[config.mk]
export PLATFORM = sky130hd
export DESIGN_NAME = pia_arbiter
export DESIGN_NICKNAME = d
export VERILOG_FILES = /design/src/design/pia_pkg.sv /design/src/design/pia_prio_bank.sv /design/src/design/pia_arbiter.sv
export SDC_FILE = /design/constraint.sdc
export NUM_CORES = 1
export LEC_CHECK = 0
export ABC_AREA = 0
export BUFFER_PORTS_ARGS = -buffer_cell sky130_fd_sc_hd__buf_4
export CORE_MARGIN = 5
export CORE_UTILIZATION = 38
export CTS_BUF_LIST = sky130_fd_sc_hd__clkbuf_4
export CTS_CLUSTER_DIAMETER = 40
export CTS_CLUSTER_SIZE = 20
export DETAILED_ROUTE_END_ITERATION = 10
export HOLD_SLACK_MARGIN = 0.06
export PLACE_DENSITY = 0.61
export SYNTH_ARGS = -nofsm -noshare
export SYNTH_HDL_FRONTEND = slang
export SYNTH_SLANG_ARGS = --single-unit
[constraint.sdc]
create_clock -name hclk -period 5 [get_ports hclk]
set_input_delay 1.25 -clock hclk [delete_from_list [all_inputs] [get_ports hclk]]
set_output_delay 1.25 -clock hclk [all_outputs]
set_load 0.03 [all_outputs]
[src/design/pia_pkg.sv]
/*
 * Shared constants, types and helpers of the priority interrupt arbiter.
 * Assumes one 50 MHz clock, an AHB-Lite master in front and a core behind.
 */
package pia_pkg;
    localparam int NUM_SRC = 82;
    localparam int SRC_W = 7;
    localparam int DATA_W = 16;
    localparam int PRIO_WORDS = 10;
    localparam int ENA_WORDS = 6;
    localparam int WIDE_SRC = ENA_WORDS * DATA_W;
    localparam int BANK_SRC = PRIO_WORDS * DATA_W / 2;
    localparam int VBA_W = 14;
    localparam int FVH_W = 5;
    localparam int ADDR_W = 21;
    localparam int IDX_W = 6;
    localparam int HADDR_LSB = 2;
    localparam int BUS_W = 32;

    // Register indexes; byte address is four times the index
    localparam logic [IDX_W-1:0] IDX_PRIO0 = 6'h00;
    localparam logic [IDX_W-1:0] IDX_VBA = 6'h0A;
    localparam logic [IDX_W-1:0] IDX_FM0 = 6'h0B;
    localparam logic [IDX_W-1:0] IDX_FVL0 = 6'h0C;
    localparam logic [IDX_W-1:0] IDX_FVH0 = 6'h0D;
    localparam logic [IDX_W-1:0] IDX_FM1 = 6'h0E;
    localparam logic [IDX_W-1:0] IDX_FVL1 = 6'h0F;
    localparam logic [IDX_W-1:0] IDX_FVH1 = 6'h10;
    localparam logic [IDX_W-1:0] IDX_PEND0 = 6'h11;
    localparam logic [IDX_W-1:0] IDX_ENA0 = 6'h18;
    localparam logic [IDX_W-1:0] IDX_CTL = 6'h1E;

    // Control register fields
    localparam int CTL_EDGE_A = 0;
    localparam int CTL_EDGE_B = 1;
    localparam int CTL_CODE_LO = 4;
    localparam int CTL_LP = 6;

    localparam logic [SRC_W-1:0] EXT_A_SRC = 7'h08;
    localparam logic [SRC_W-1:0] EXT_B_SRC = 7'h09;
    localparam logic [1:0] FAST_LEVEL = 2'h2;
    localparam logic [1:0] FIXED_LEVEL = 2'h3;
    localparam logic [1:0] CODE_NONE = 2'h0;
    localparam logic [1:0] HTRANS_NONSEQ = 2'h2;
    localparam logic [2:0] HSIZE_WORD = 3'h2;
    localparam logic [3:0] BOOT_HOLD = 4'h4;

    typedef enum logic [2:0] {
        BUS_IDLE = 3'b001,
        BUS_RD_WAIT = 3'b010,
        BUS_RD_LOAD = 3'b100
    } pia_bus_t;

    typedef struct packed {
        logic en;
        logic [IDX_W-1:0] idx;
        logic [DATA_W-1:0] data;
    } pia_wr_t;

    typedef struct packed {
        logic fast;
        logic [SRC_W-1:0] num;
        logic [ADDR_W-1:0] addr;
    } pia_vec_t;

    // Lowest set position of a request vector, with a found flag
    function automatic logic [SRC_W:0] pia_first(input logic [NUM_SRC-1:0] v);
        logic [SRC_W:0] r;
        r = '0;
        for (int i = NUM_SRC - 1; i >= 0; i--)
        begin
            if (v[i])
            begin
                r = {1'b1, SRC_W'(i)};
            end
        end
        return r;
    endfunction

    // Level 0 -> 01, level 1 -> 10, levels 2 and 3 -> 11
    function automatic logic [1:0] pia_code_of(input logic [1:0] lvl);
        logic [1:0] c;
        c = (lvl == 2'h0) ? 2'h1 : ((lvl == 2'h1) ? 2'h2 : 2'h3);
        return c;
    endfunction
endpackage

[src/design/pia_prio_bank.sv]
/*
 * Priority setting word store with a registered read port.
 * Assumes writes and reads come from the bus slave on the same clock.
 */
`timescale 1ns/1ps
`default_nettype none
module pia_prio_bank #(
    parameter int NWORDS = pia_pkg::PRIO_WORDS
) (
    input wire logic hclk,
    input wire logic hresetn,
    input wire pia_pkg::pia_wr_t wr,
    input wire logic [pia_pkg::IDX_W-1:0] rd_idx,
    output logic [pia_pkg::DATA_W-1:0] rd_data,
    output logic [NWORDS*pia_pkg::DATA_W-1:0] flat
);
    typedef struct packed {
        logic [NWORDS*pia_pkg::DATA_W-1:0] mem;
        logic [pia_pkg::DATA_W-1:0] rdata;
    } pia_bank_state_t;

    pia_bank_state_t st_ff;
    pia_bank_state_t nxt_st;

    always_comb
    begin
        nxt_st = st_ff;
        for (int w = 0; w < NWORDS; w++)
        begin
            if (wr.en && (wr.idx == pia_pkg::IDX_W'(w)))
            begin
                nxt_st.mem[w*pia_pkg::DATA_W +: pia_pkg::DATA_W] = wr.data;
            end
            if (rd_idx == pia_pkg::IDX_W'(w))
            begin
                nxt_st.rdata = st_ff.mem[w*pia_pkg::DATA_W +: pia_pkg::DATA_W];
            end
        end
    end

    always_ff @(posedge hclk or negedge hresetn)
    begin
        if (!hresetn)
        begin
            st_ff <= '0;
        end
        else
        begin
            st_ff <= nxt_st;
        end
    end

    assign rd_data = st_ff.rdata;
    assign flat = st_ff.mem;
endmodule // pia_prio_bank
`default_nettype wire

[src/design/pia_arbiter.sv]
/*
 * Priority interrupt arbiter: AHB-Lite register slave, level arbitration,
 * vector generation with two fast slots, wake request for low power.
 * Assumes peripheral requests and core signals are on hclk; the two
 * external request pins are asynchronous and active low.
 */
// The placing of the registers and the AHB-Lite slave port were chosen for this implementation.
`timescale 1ns/1ps
`default_nettype none
module pia_arbiter #(
    parameter logic [pia_pkg::ADDR_W-1:0] BOOT_ADDR = 21'h000000
) (
    input wire logic hclk,
    input wire logic hresetn,
    input wire logic hsel,
    input wire logic [pia_pkg::BUS_W-1:0] haddr,
    input wire logic [1:0] htrans,
    input wire logic hwrite,
    input wire logic [2:0] hsize,
    input wire logic [pia_pkg::BUS_W-1:0] hwdata,
    input wire logic hready,
    output logic hreadyout,
    output logic [pia_pkg::BUS_W-1:0] hrdata,
    output logic hresp,
    input wire logic [pia_pkg::NUM_SRC-1:0] periph_req,
    input wire logic ext_req_a_n,
    input wire logic ext_req_b_n,
    input wire logic [1:0] core_status_mask,
    input wire logic low_power_mode,
    input wire logic core_vector_ack,
    input wire logic core_return,
    output logic irq_to_core,
    output pia_pkg::pia_vec_t vector_out,
    output logic [1:0] current_priority_code,
    output logic wake_request,
    output logic boot_addr_drive
);
    typedef struct packed {
        pia_pkg::pia_bus_t bus;
        logic wr_pend;
        logic [pia_pkg::IDX_W-1:0] addr;
        logic readyout;
        logic [pia_pkg::BUS_W-1:0] rdata;
        logic resp;
        logic [pia_pkg::VBA_W-1:0] vector_base;
        logic [pia_pkg::SRC_W-1:0] fm0;
        logic [pia_pkg::DATA_W-1:0] fvl0;
        logic [pia_pkg::FVH_W-1:0] fvh0;
        logic [pia_pkg::SRC_W-1:0] fm1;
        logic [pia_pkg::DATA_W-1:0] fvl1;
        logic [pia_pkg::FVH_W-1:0] fvh1;
        logic [pia_pkg::WIDE_SRC-1:0] ena;
        logic [pia_pkg::NUM_SRC-1:0] lp_ena;
        logic lp_prev;
        logic edge_a;
        logic edge_b;
        logic [2:0] sync_a;
        logic [2:0] sync_b;
        logic filt_a;
        logic filt_b;
        logic lat_a;
        logic lat_b;
        logic [3:0] boot_cnt;
        logic boot;
        logic irq;
        pia_pkg::pia_vec_t vec;
        logic [1:0] vec_lvl;
        logic [1:0] code;
        logic wake;
    } pia_state_t;

    pia_state_t st_ff;
    pia_state_t nxt_st;
    pia_pkg::pia_wr_t bank_wr;
    logic [pia_pkg::DATA_W-1:0] bank_rdata;
    logic [pia_pkg::PRIO_WORDS*pia_pkg::DATA_W-1:0] prio_flat;
    logic ext_a_act;
    logic ext_b_act;
    logic [pia_pkg::NUM_SRC-1:0] raw_req;
    logic [pia_pkg::NUM_SRC-1:0] eff_req;
    logic [pia_pkg::WIDE_SRC-1:0] pend_wide;
    logic [1:0] src_lvl [pia_pkg::NUM_SRC];
    logic [pia_pkg::NUM_SRC-1:0] lvl_req [4];
    logic [pia_pkg::SRC_W:0] lvl_pick [4];
    logic [1:0] thr;
    logic sel_found;
    logic [pia_pkg::SRC_W-1:0] sel_num;
    logic [1:0] sel_lvl;
    logic hit0;
    logic hit1;
    logic addr_take;
    logic [pia_pkg::IDX_W-1:0] haddr_idx;
    logic [pia_pkg::IDX_W-1:0] ena_off;

    pia_prio_bank #(
        .NWORDS(pia_pkg::PRIO_WORDS)
    ) u_prio_bank (
        .hclk(hclk),
        .hresetn(hresetn),
        .wr(bank_wr),
        .rd_idx(st_ff.addr),
        .rd_data(bank_rdata),
        .flat(prio_flat)
    );

    always_comb
    begin
        // External pins: edge latch only while the clock runs
        ext_a_act = (st_ff.edge_a && !low_power_mode) ? st_ff.lat_a : !st_ff.filt_a;
        ext_b_act = (st_ff.edge_b && !low_power_mode) ? st_ff.lat_b : !st_ff.filt_b;
        raw_req = periph_req;
        raw_req[pia_pkg::EXT_A_SRC] = ext_a_act;
        raw_req[pia_pkg::EXT_B_SRC] = ext_b_act;
        eff_req = raw_req & st_ff.ena[pia_pkg::NUM_SRC-1:0];
        pend_wide = '0;
        pend_wide[pia_pkg::NUM_SRC-1:0] = eff_req;

        // Sources past the bank carry a fixed level
        for (int s = 0; s < pia_pkg::NUM_SRC; s++)
        begin
            src_lvl[s] = (s < pia_pkg::BANK_SRC) ? prio_flat[2*s +: 2] : pia_pkg::FIXED_LEVEL;
        end
        for (int l = 0; l < 4; l++)
        begin
            for (int s = 0; s < pia_pkg::NUM_SRC; s++)
            begin
                lvl_req[l][s] = eff_req[s] && (src_lvl[s] == 2'(l));
            end
            lvl_pick[l] = pia_pkg::pia_first(lvl_req[l]);
        end

        // Mask and current code share one threshold scale
        thr = (core_status_mask > st_ff.code) ? core_status_mask : st_ff.code;
        sel_found = 1'b0;
        sel_num = '0;
        sel_lvl = '0;
        for (int l = 0; l < 4; l++)
        begin
            if (lvl_pick[l][pia_pkg::SRC_W] && (2'(l) >= thr))
            begin
                sel_found = 1'b1;
                sel_num = lvl_pick[l][pia_pkg::SRC_W-1:0];
                sel_lvl = 2'(l);
            end
        end
        hit0 = (sel_lvl == pia_pkg::FAST_LEVEL) && (sel_num == st_ff.fm0);
        hit1 = (sel_lvl == pia_pkg::FAST_LEVEL) && (sel_num == st_ff.fm1);

        haddr_idx = haddr[pia_pkg::HADDR_LSB +: pia_pkg::IDX_W];
        addr_take = hsel && hready && (htrans == pia_pkg::HTRANS_NONSEQ);
        ena_off = st_ff.addr - pia_pkg::IDX_ENA0;
        bank_wr.en = st_ff.wr_pend && (st_ff.addr < pia_pkg::IDX_VBA);
        bank_wr.idx = st_ff.addr;
        bank_wr.data = hwdata[pia_pkg::DATA_W-1:0];

        nxt_st = st_ff;

        // Three-stage pin synchronisers; change once stages two and three agree
        nxt_st.sync_a = {st_ff.sync_a[1:0], ext_req_a_n};
        nxt_st.sync_b = {st_ff.sync_b[1:0], ext_req_b_n};
        nxt_st.filt_a = (st_ff.sync_a[2] == st_ff.sync_a[1]) ? st_ff.sync_a[2] : st_ff.filt_a;
        nxt_st.filt_b = (st_ff.sync_b[2] == st_ff.sync_b[1]) ? st_ff.sync_b[2] : st_ff.filt_b;

        // Latched falling edges; a new edge beats the acknowledge clear
        nxt_st.lat_a = (st_ff.filt_a && !(|st_ff.sync_a[2:1])) ||
            (st_ff.lat_a && !(core_vector_ack && (st_ff.vec.num == pia_pkg::EXT_A_SRC)));
        nxt_st.lat_b = (st_ff.filt_b && !(|st_ff.sync_b[2:1])) ||
            (st_ff.lat_b && !(core_vector_ack && (st_ff.vec.num == pia_pkg::EXT_B_SRC)));

        // Enables frozen on entry to low power decide the wake
        nxt_st.lp_prev = low_power_mode;
        nxt_st.lp_ena = (low_power_mode && !st_ff.lp_prev) ?
            st_ff.ena[pia_pkg::NUM_SRC-1:0] : st_ff.lp_ena;
        nxt_st.wake = low_power_mode && st_ff.lp_prev && |(raw_req & st_ff.lp_ena);

        // Vector output; boot address holds for a few cycles after reset
        if (st_ff.boot)
        begin
            nxt_st.boot_cnt = st_ff.boot_cnt + 4'h1;
            nxt_st.boot = (st_ff.boot_cnt != pia_pkg::BOOT_HOLD);
            nxt_st.vec.addr = BOOT_ADDR;
            nxt_st.irq = 1'b0;
        end
        else
        begin
            nxt_st.irq = sel_found;
            nxt_st.vec.num = sel_num;
            nxt_st.vec_lvl = sel_lvl;
            nxt_st.vec.fast = sel_found && (hit0 || hit1);
            nxt_st.vec.addr = hit0 ? {st_ff.fvh0, st_ff.fvl0} :
                (hit1 ? {st_ff.fvh1, st_ff.fvl1} : {st_ff.vector_base, sel_num});
        end

        // Single level tracking: no nesting stack, return drops to none
        if (core_return)
        begin
            nxt_st.code = pia_pkg::CODE_NONE;
        end
        if (core_vector_ack && st_ff.irq)
        begin
            nxt_st.code = pia_pkg::pia_code_of(st_ff.vec_lvl);
        end

        // Bus slave: writes in a zero-wait data phase, reads with two waits
        nxt_st.wr_pend = 1'b0;
        unique case (st_ff.bus)
            pia_pkg::BUS_IDLE:
            begin
                if (st_ff.wr_pend)
                begin
                    unique case (st_ff.addr)
                        pia_pkg::IDX_VBA: nxt_st.vector_base = hwdata[pia_pkg::VBA_W-1:0];
                        pia_pkg::IDX_FM0: nxt_st.fm0 = hwdata[pia_pkg::SRC_W-1:0];
                        pia_pkg::IDX_FVL0: nxt_st.fvl0 = hwdata[pia_pkg::DATA_W-1:0];
                        pia_pkg::IDX_FVH0: nxt_st.fvh0 = hwdata[pia_pkg::FVH_W-1:0];
                        pia_pkg::IDX_FM1: nxt_st.fm1 = hwdata[pia_pkg::SRC_W-1:0];
                        pia_pkg::IDX_FVL1: nxt_st.fvl1 = hwdata[pia_pkg::DATA_W-1:0];
                        pia_pkg::IDX_FVH1: nxt_st.fvh1 = hwdata[pia_pkg::FVH_W-1:0];
                        pia_pkg::IDX_CTL:
                        begin
                            nxt_st.edge_a = hwdata[pia_pkg::CTL_EDGE_A];
                            nxt_st.edge_b = hwdata[pia_pkg::CTL_EDGE_B];
                        end
                        default:
                        begin
                            for (int w = 0; w < pia_pkg::ENA_WORDS; w++)
                            begin
                                if (ena_off == pia_pkg::IDX_W'(w))
                                begin
                                    nxt_st.ena[w*pia_pkg::DATA_W +: pia_pkg::DATA_W] =
                                        hwdata[pia_pkg::DATA_W-1:0];
                                end
                            end
                            nxt_st.ena[pia_pkg::WIDE_SRC-1:pia_pkg::NUM_SRC] = '0;
                        end
                    endcase
                end
                if (addr_take)
                begin
                    nxt_st.addr = haddr_idx;
                    nxt_st.wr_pend = hwrite && (hsize == pia_pkg::HSIZE_WORD);
                    if (!hwrite)
                    begin
                        nxt_st.bus = pia_pkg::BUS_RD_WAIT;
                        nxt_st.readyout = 1'b0;
                    end
                end
            end
            pia_pkg::BUS_RD_WAIT:
            begin
                nxt_st.bus = pia_pkg::BUS_RD_LOAD;
            end
            pia_pkg::BUS_RD_LOAD:
            begin
                nxt_st.bus = pia_pkg::BUS_IDLE;
                nxt_st.readyout = 1'b1;
                nxt_st.rdata = '0;
                if (st_ff.addr < pia_pkg::IDX_VBA)
                begin
                    nxt_st.rdata[pia_pkg::DATA_W-1:0] = bank_rdata;
                end
                else if (st_ff.addr >= pia_pkg::IDX_PEND0 && st_ff.addr < pia_pkg::IDX_PEND0 +
                         pia_pkg::IDX_W'(pia_pkg::ENA_WORDS))
                begin
                    nxt_st.rdata[pia_pkg::DATA_W-1:0] = pend_wide[
                        (st_ff.addr - pia_pkg::IDX_PEND0) * pia_pkg::DATA_W +: pia_pkg::DATA_W];
                end
                else if (st_ff.addr >= pia_pkg::IDX_ENA0 && st_ff.addr < pia_pkg::IDX_CTL)
                begin
                    nxt_st.rdata[pia_pkg::DATA_W-1:0] =
                        st_ff.ena[ena_off * pia_pkg::DATA_W +: pia_pkg::DATA_W];
                end
                else
                begin
                    unique case (st_ff.addr)
                        pia_pkg::IDX_VBA: nxt_st.rdata[pia_pkg::VBA_W-1:0] = st_ff.vector_base;
                        pia_pkg::IDX_FM0: nxt_st.rdata[pia_pkg::SRC_W-1:0] = st_ff.fm0;
                        pia_pkg::IDX_FVL0: nxt_st.rdata[pia_pkg::DATA_W-1:0] = st_ff.fvl0;
                        pia_pkg::IDX_FVH0: nxt_st.rdata[pia_pkg::FVH_W-1:0] = st_ff.fvh0;
                        pia_pkg::IDX_FM1: nxt_st.rdata[pia_pkg::SRC_W-1:0] = st_ff.fm1;
                        pia_pkg::IDX_FVL1: nxt_st.rdata[pia_pkg::DATA_W-1:0] = st_ff.fvl1;
                        pia_pkg::IDX_FVH1: nxt_st.rdata[pia_pkg::FVH_W-1:0] = st_ff.fvh1;
                        pia_pkg::IDX_CTL:
                        begin
                            nxt_st.rdata[pia_pkg::CTL_EDGE_A] = st_ff.edge_a;
                            nxt_st.rdata[pia_pkg::CTL_EDGE_B] = st_ff.edge_b;
                            nxt_st.rdata[pia_pkg::CTL_CODE_LO +: 2] = st_ff.code;
                            nxt_st.rdata[pia_pkg::CTL_LP] = st_ff.lp_prev;
                        end
                        default: nxt_st.rdata = '0;
                    endcase
                end
            end
            default:
            begin
                nxt_st.bus = pia_pkg::BUS_IDLE;
                nxt_st.readyout = 1'b1;
            end
        endcase
        nxt_st.resp = 1'b0;
    end

    always_ff @(posedge hclk or negedge hresetn)
    begin
        if (!hresetn)
        begin
            st_ff <= '0;
            st_ff.bus <= pia_pkg::BUS_IDLE;
            st_ff.readyout <= 1'b1;
            st_ff.sync_a <= 3'h7;
            st_ff.sync_b <= 3'h7;
            st_ff.filt_a <= 1'b1;
            st_ff.filt_b <= 1'b1;
            st_ff.boot <= 1'b1;
        end
        else
        begin
            st_ff <= nxt_st;
        end
    end

    assign hreadyout = st_ff.readyout;
    assign hrdata = st_ff.rdata;
    assign hresp = st_ff.resp;
    assign irq_to_core = st_ff.irq;
    assign vector_out = st_ff.vec;
    assign current_priority_code = st_ff.code;
    assign wake_request = st_ff.wake;
    assign boot_addr_drive = st_ff.boot;
endmodule // pia_arbiter
`default_nettype wire

==> results by group <==
CTS
  – TritonCTS Buffers: 92
  – H-tree lvl count: 3
  – Clock Latency Late Sink: 1.03 ns
  – Hold-fix buffers, CTS: 0
  – Post-CTS setup buffers: 0
  – CTS Sinks: 490
  – CTS root buf: clkbuf_4
  – Max Buffers Root-to-Sink: 3
  – CTS tree: built
  – Reg clk slew, reported paths: roughly 0.13 ns

Global routing
  – Met1 Use GR: 0.4866
  – Vias in the first global route: 30,680
  – GRT overflow: 0
  – Met3 Use GR: 0.07470
  – Global-route wire length before repair: about 230,000 um
  – Largest net degree at the start of global routing: 105
  – Met2 Usage GRT: 0.5390
  – GRT Max-Usage Layer: met2
  – GRT Overall Usage: 0.3520
  – Initial antenna violation count: 12

Power
  – VDD IR max: 0.0002505 V
  – Power Total: 11.32 mW
  – Combinational power share: 0.271
  – Switching power total: between 4 and 5 mW
  – Clock Power Share: 0.329
  – Sw frac: 0.3816
  – Power Density: 284.1 mW/mm2
  – Seq pwr share: 0.400
  – Pleak: 18.28 nW
  – Pint: 7.000 mW

Logic synthesis
  – Post-synth top area cell: dfrtp_1
  – Xor and xnor area share after synthesis: 0.004107
  – FFs w/ async S/R, synth: 1.000
  – Yosys Warn Count: 0
  – Cells after Synth: 3,176
  – Post-synth EDFFs: 0
  – Cell Area, Synth: 0.03168 mm2
  – Register area share after synthesis: 0.3875
  – #FFs+latches synth: 490
  – Post-Synth Simple-Gate Area: 0.2284
  – Top cells by area in the synthesized netlist: dfrtp_1 38%, mux2_2 14%, nand4b_1 3.2%
  – Netlist cell types: 118
  – Post-synth top flop: dfrtp_1
  – Synth Area in Compound Gates: 0.1609
  – Post-synth top area share: 0.3784
  – Mean area per synthesized cell: about 10 um2
  – Mux cell area share after synthesis: 0.1711
  – Synth Area in Adders: 0.006319
  – Largest family of logic cells by synthesized area: simple AND/OR/NAND/NOR gates

Critical path
  – Worst Setup End Kind: register
  – CP max stage cell: a211oi_1
  – Critical Path Max Stage Delay: between 0.6 and 0.7 ns
  – Critical Path, Cell by Cell: nor4_2 > nand2_1 > buf_4 > mux2i_1 > a211oi_1 > a21oi_1 > a21oi_1 > mux2i_1 > a211oi_1 > a21oi_1 > a211oi_1 > a21oi_1 > a21oi_1
  – CP Class: register to register
  – Worst path arrival time: approximately 5.6 ns
  – Setup crit start kind: register
  – Most frequent CP cell: a21oi_1
  – Crit path required time: 5.84 ns
  – CP Max Fanout: 17

Placed design
  – Number of port buffers: roughly 170
  – Hpwl dp: about 130,000 um
  – GP Congestion: 1.042

STA
  – Final setup fails: 0
  – Worst Max-Slew Pin Slew: 1.216 ns
  – Hold slack final: about 0.33 ns
  – Setup TNS: 0 ns
  – Period Utilization, post-route: 0.9479
  – Slew Viols, Final: 0
  – Min cycle time layout: 4.739 ns
  – Clock Skew: ~0.14 ns
  – F_max: 211.0 MHz
  – RSZ-0062 raised after global routing: false
  – Slew headroom: 0.1894
  – Hold Fails Final Rpt: 0

Detailed routing
  – DRC viols: 0
  – Via count: 32,370
  – WL final: roughly 160,000 um
  – First-pass DRT Iterations: 6
  – Antenna viol nets, final: 0
  – Routed wire per std cell: 32.51 um
  – First DRT Iteration DRCs: ~4,300
  – Via density per instance: 6.444

Floorplanning
  – I/O pins: 231
  – Chip Width: 298.7 um
  – Die area: 0.08924 mm2
  – Core Footprint: approximately 0.08 mm2
  – Num rows: between 100 and 150
  – Starting Density: 0.3846
  – Die height: 298.7 um

Run status
  – Status: completed

Final layout
  – Share of cells above drive strength 1: 0.3783
  – Final net count: 4,046
  – Fill cells: 8,025
  – Final Core Density: 0.4838
  – Area growth syn-to-layout: 25.79%
  – Most frequent cells in the layout: 807 x buf_4, 478 x dfrtp_1, 400 x mux2_2
  – Most common cell after layout, fill and taps aside: buf_4

Hold path
  – Hold WC Path Type: primary input to asynchronous set/reset pin

Run
  – # Max-Cap Violations: 0
-- metrics by stage --
stage	area [um2]	cells	setup slack [ns]
after global placement	38200	4843	-0.4958
after floorplan	31740	3192	0.1212
after CTS	39820	5017	0.3235
after global routing	39850	5022	0.06379
final	39850	5024	0.2606
after detailed placement	38200	4843	-0.5238
-- timing repair --
| item | in CTS | in global routing |
|---|---|---|
| resized for setup | 0 | 3 |
| hold endpoints to repair | 0 | 0 |
| endpoints found under the setup margin | 0 | 2 |
-- metal layers --
layer	part of all wire	vias up
met3	0.096	384
li1	-	13870
met1	0.42	16210
met2	0.43	1913
met4	0.053	0
met5	0	-
-- power groups by stage --
stage	registers (mW)	clock network, mW	logic (mW)
after floorplan	4.49	0	1.58
after global placement	4.58	0	2.96
after detailed placement	4.59	0	2.98
after CTS	4.51	3.79	2.99
after global routing	4.55	3.98	3.19
final	4.53	3.73	3.07
-- cell type report --
type / instances / area (um2) / area share
Antenna cell: 7 / 17.52 / 0.0004396
Tap cell: 1070 / 1339 / 0.03359
Clock buffer: 96 / 720.7 / 0.01808
Clock inverter: 78 / 897.1 / 0.02251
Inverter: 38 / 142.6 / 0.003579
Sequential cell: 490 / 12280 / 0.3081
Multi-Input combinational cell: 2428 / 18200 / 0.4568
Timing Repair Buffer: 817 / 6254 / 0.1569
-- kinds of logic after synthesis --
family                     count (synthesis)
other                                      1
buffers and inverters                    274
and+or+nand+nor                         1162
muxes                                    471
DFF                                      490
adders and majority gates                 16
xor gates and xnor gates                  14
AOI/OAI and AO/OA                        748
-- critical path: cells and delay by family (launching register included) --
family / cells / cell delay (ns)
compound gates: 8 / 2.64
buf+inv: 1 / 0.29
flops: 1 / 0.48
mux: 2 / 0.35
simple gates: 2 / 0.80
-- Yosys cell counts (10+ instances only) --
| cell | instances |
|---|---|
| dfrtp_1 | 479 |
| mux2_2 | 400 |
| nand2_1 | 213 |
| nor2_1 | 197 |
| a21oi_1 | 179 |
| clkbuf_1 | 152 |
| nand4_1 | 142 |
| o21ai_0 | 119 |
| nand4b_1 | 115 |
| a211oi_1 | 74 |
| nor4bb_1 | 67 |
| a22oi_1 | 66 |
| nand3_1 | 66 |
| buf_4 | 65 |
| and4b_1 | 61 |
| a31oi_1 | 55 |
| mux2i_1 | 54 |
| nor4_1 | 43 |
| nor3_1 | 41 |
| inv_1 | 36 |
| o31ai_1 | 30 |
| nand2b_1 | 29 |
| o211ai_1 | 29 |
| and2_1 | 26 |
| o221ai_1 | 20 |
| and3_1 | 19 |
| and4_1 | 19 |
| a2111oi_0 | 16 |
| ha_1 | 16 |
| a22o_1 | 15 |
| mux4_2 | 15 |
| or2_2 | 14 |
| a21boi_0 | 13 |
| nand4bb_1 | 13 |
| nor2b_1 | 13 |
| or3_1 | 12 |
| a221oi_1 | 11 |
| dfstp_2 | 11 |
| o2111ai_1 | 11 |
| nor4b_1 | 10 |
-- state kept, by name, indices dropped and copies added (netlist names) --
register,flops
current_priority_code,2
bank_wr,6
irq_to_core,1
wake_request,1
vector_out,29
u_prio_bank.rd_data,16
hrdata,16
u_prio_bank.flat,160
nxt_st,4
boot_addr_drive,1
st_ff,253
hreadyout,1
-- path summary, 6_finish.rpt --
kind                        startpoint                     end  slack, ns  cells past startpoint
hold / removal                 hresetn              st_ff[190]       0.33                      1
max in group asynchronous      hresetn              nxt_st[49]       3.56                      2
min in group hclk           nxt_st[48]              nxt_st[49]       0.36                      0
setup / recovery           bank_wr[21]  u_prio_bank.rd_data[8]       0.26                     13
hold reg to reg             nxt_st[48]              nxt_st[49]       0.36                      0
setup reg to reg           bank_wr[21]  u_prio_bank.rd_data[8]       0.26                     13
Note: power is estimated with default switching activity, not from simulation.
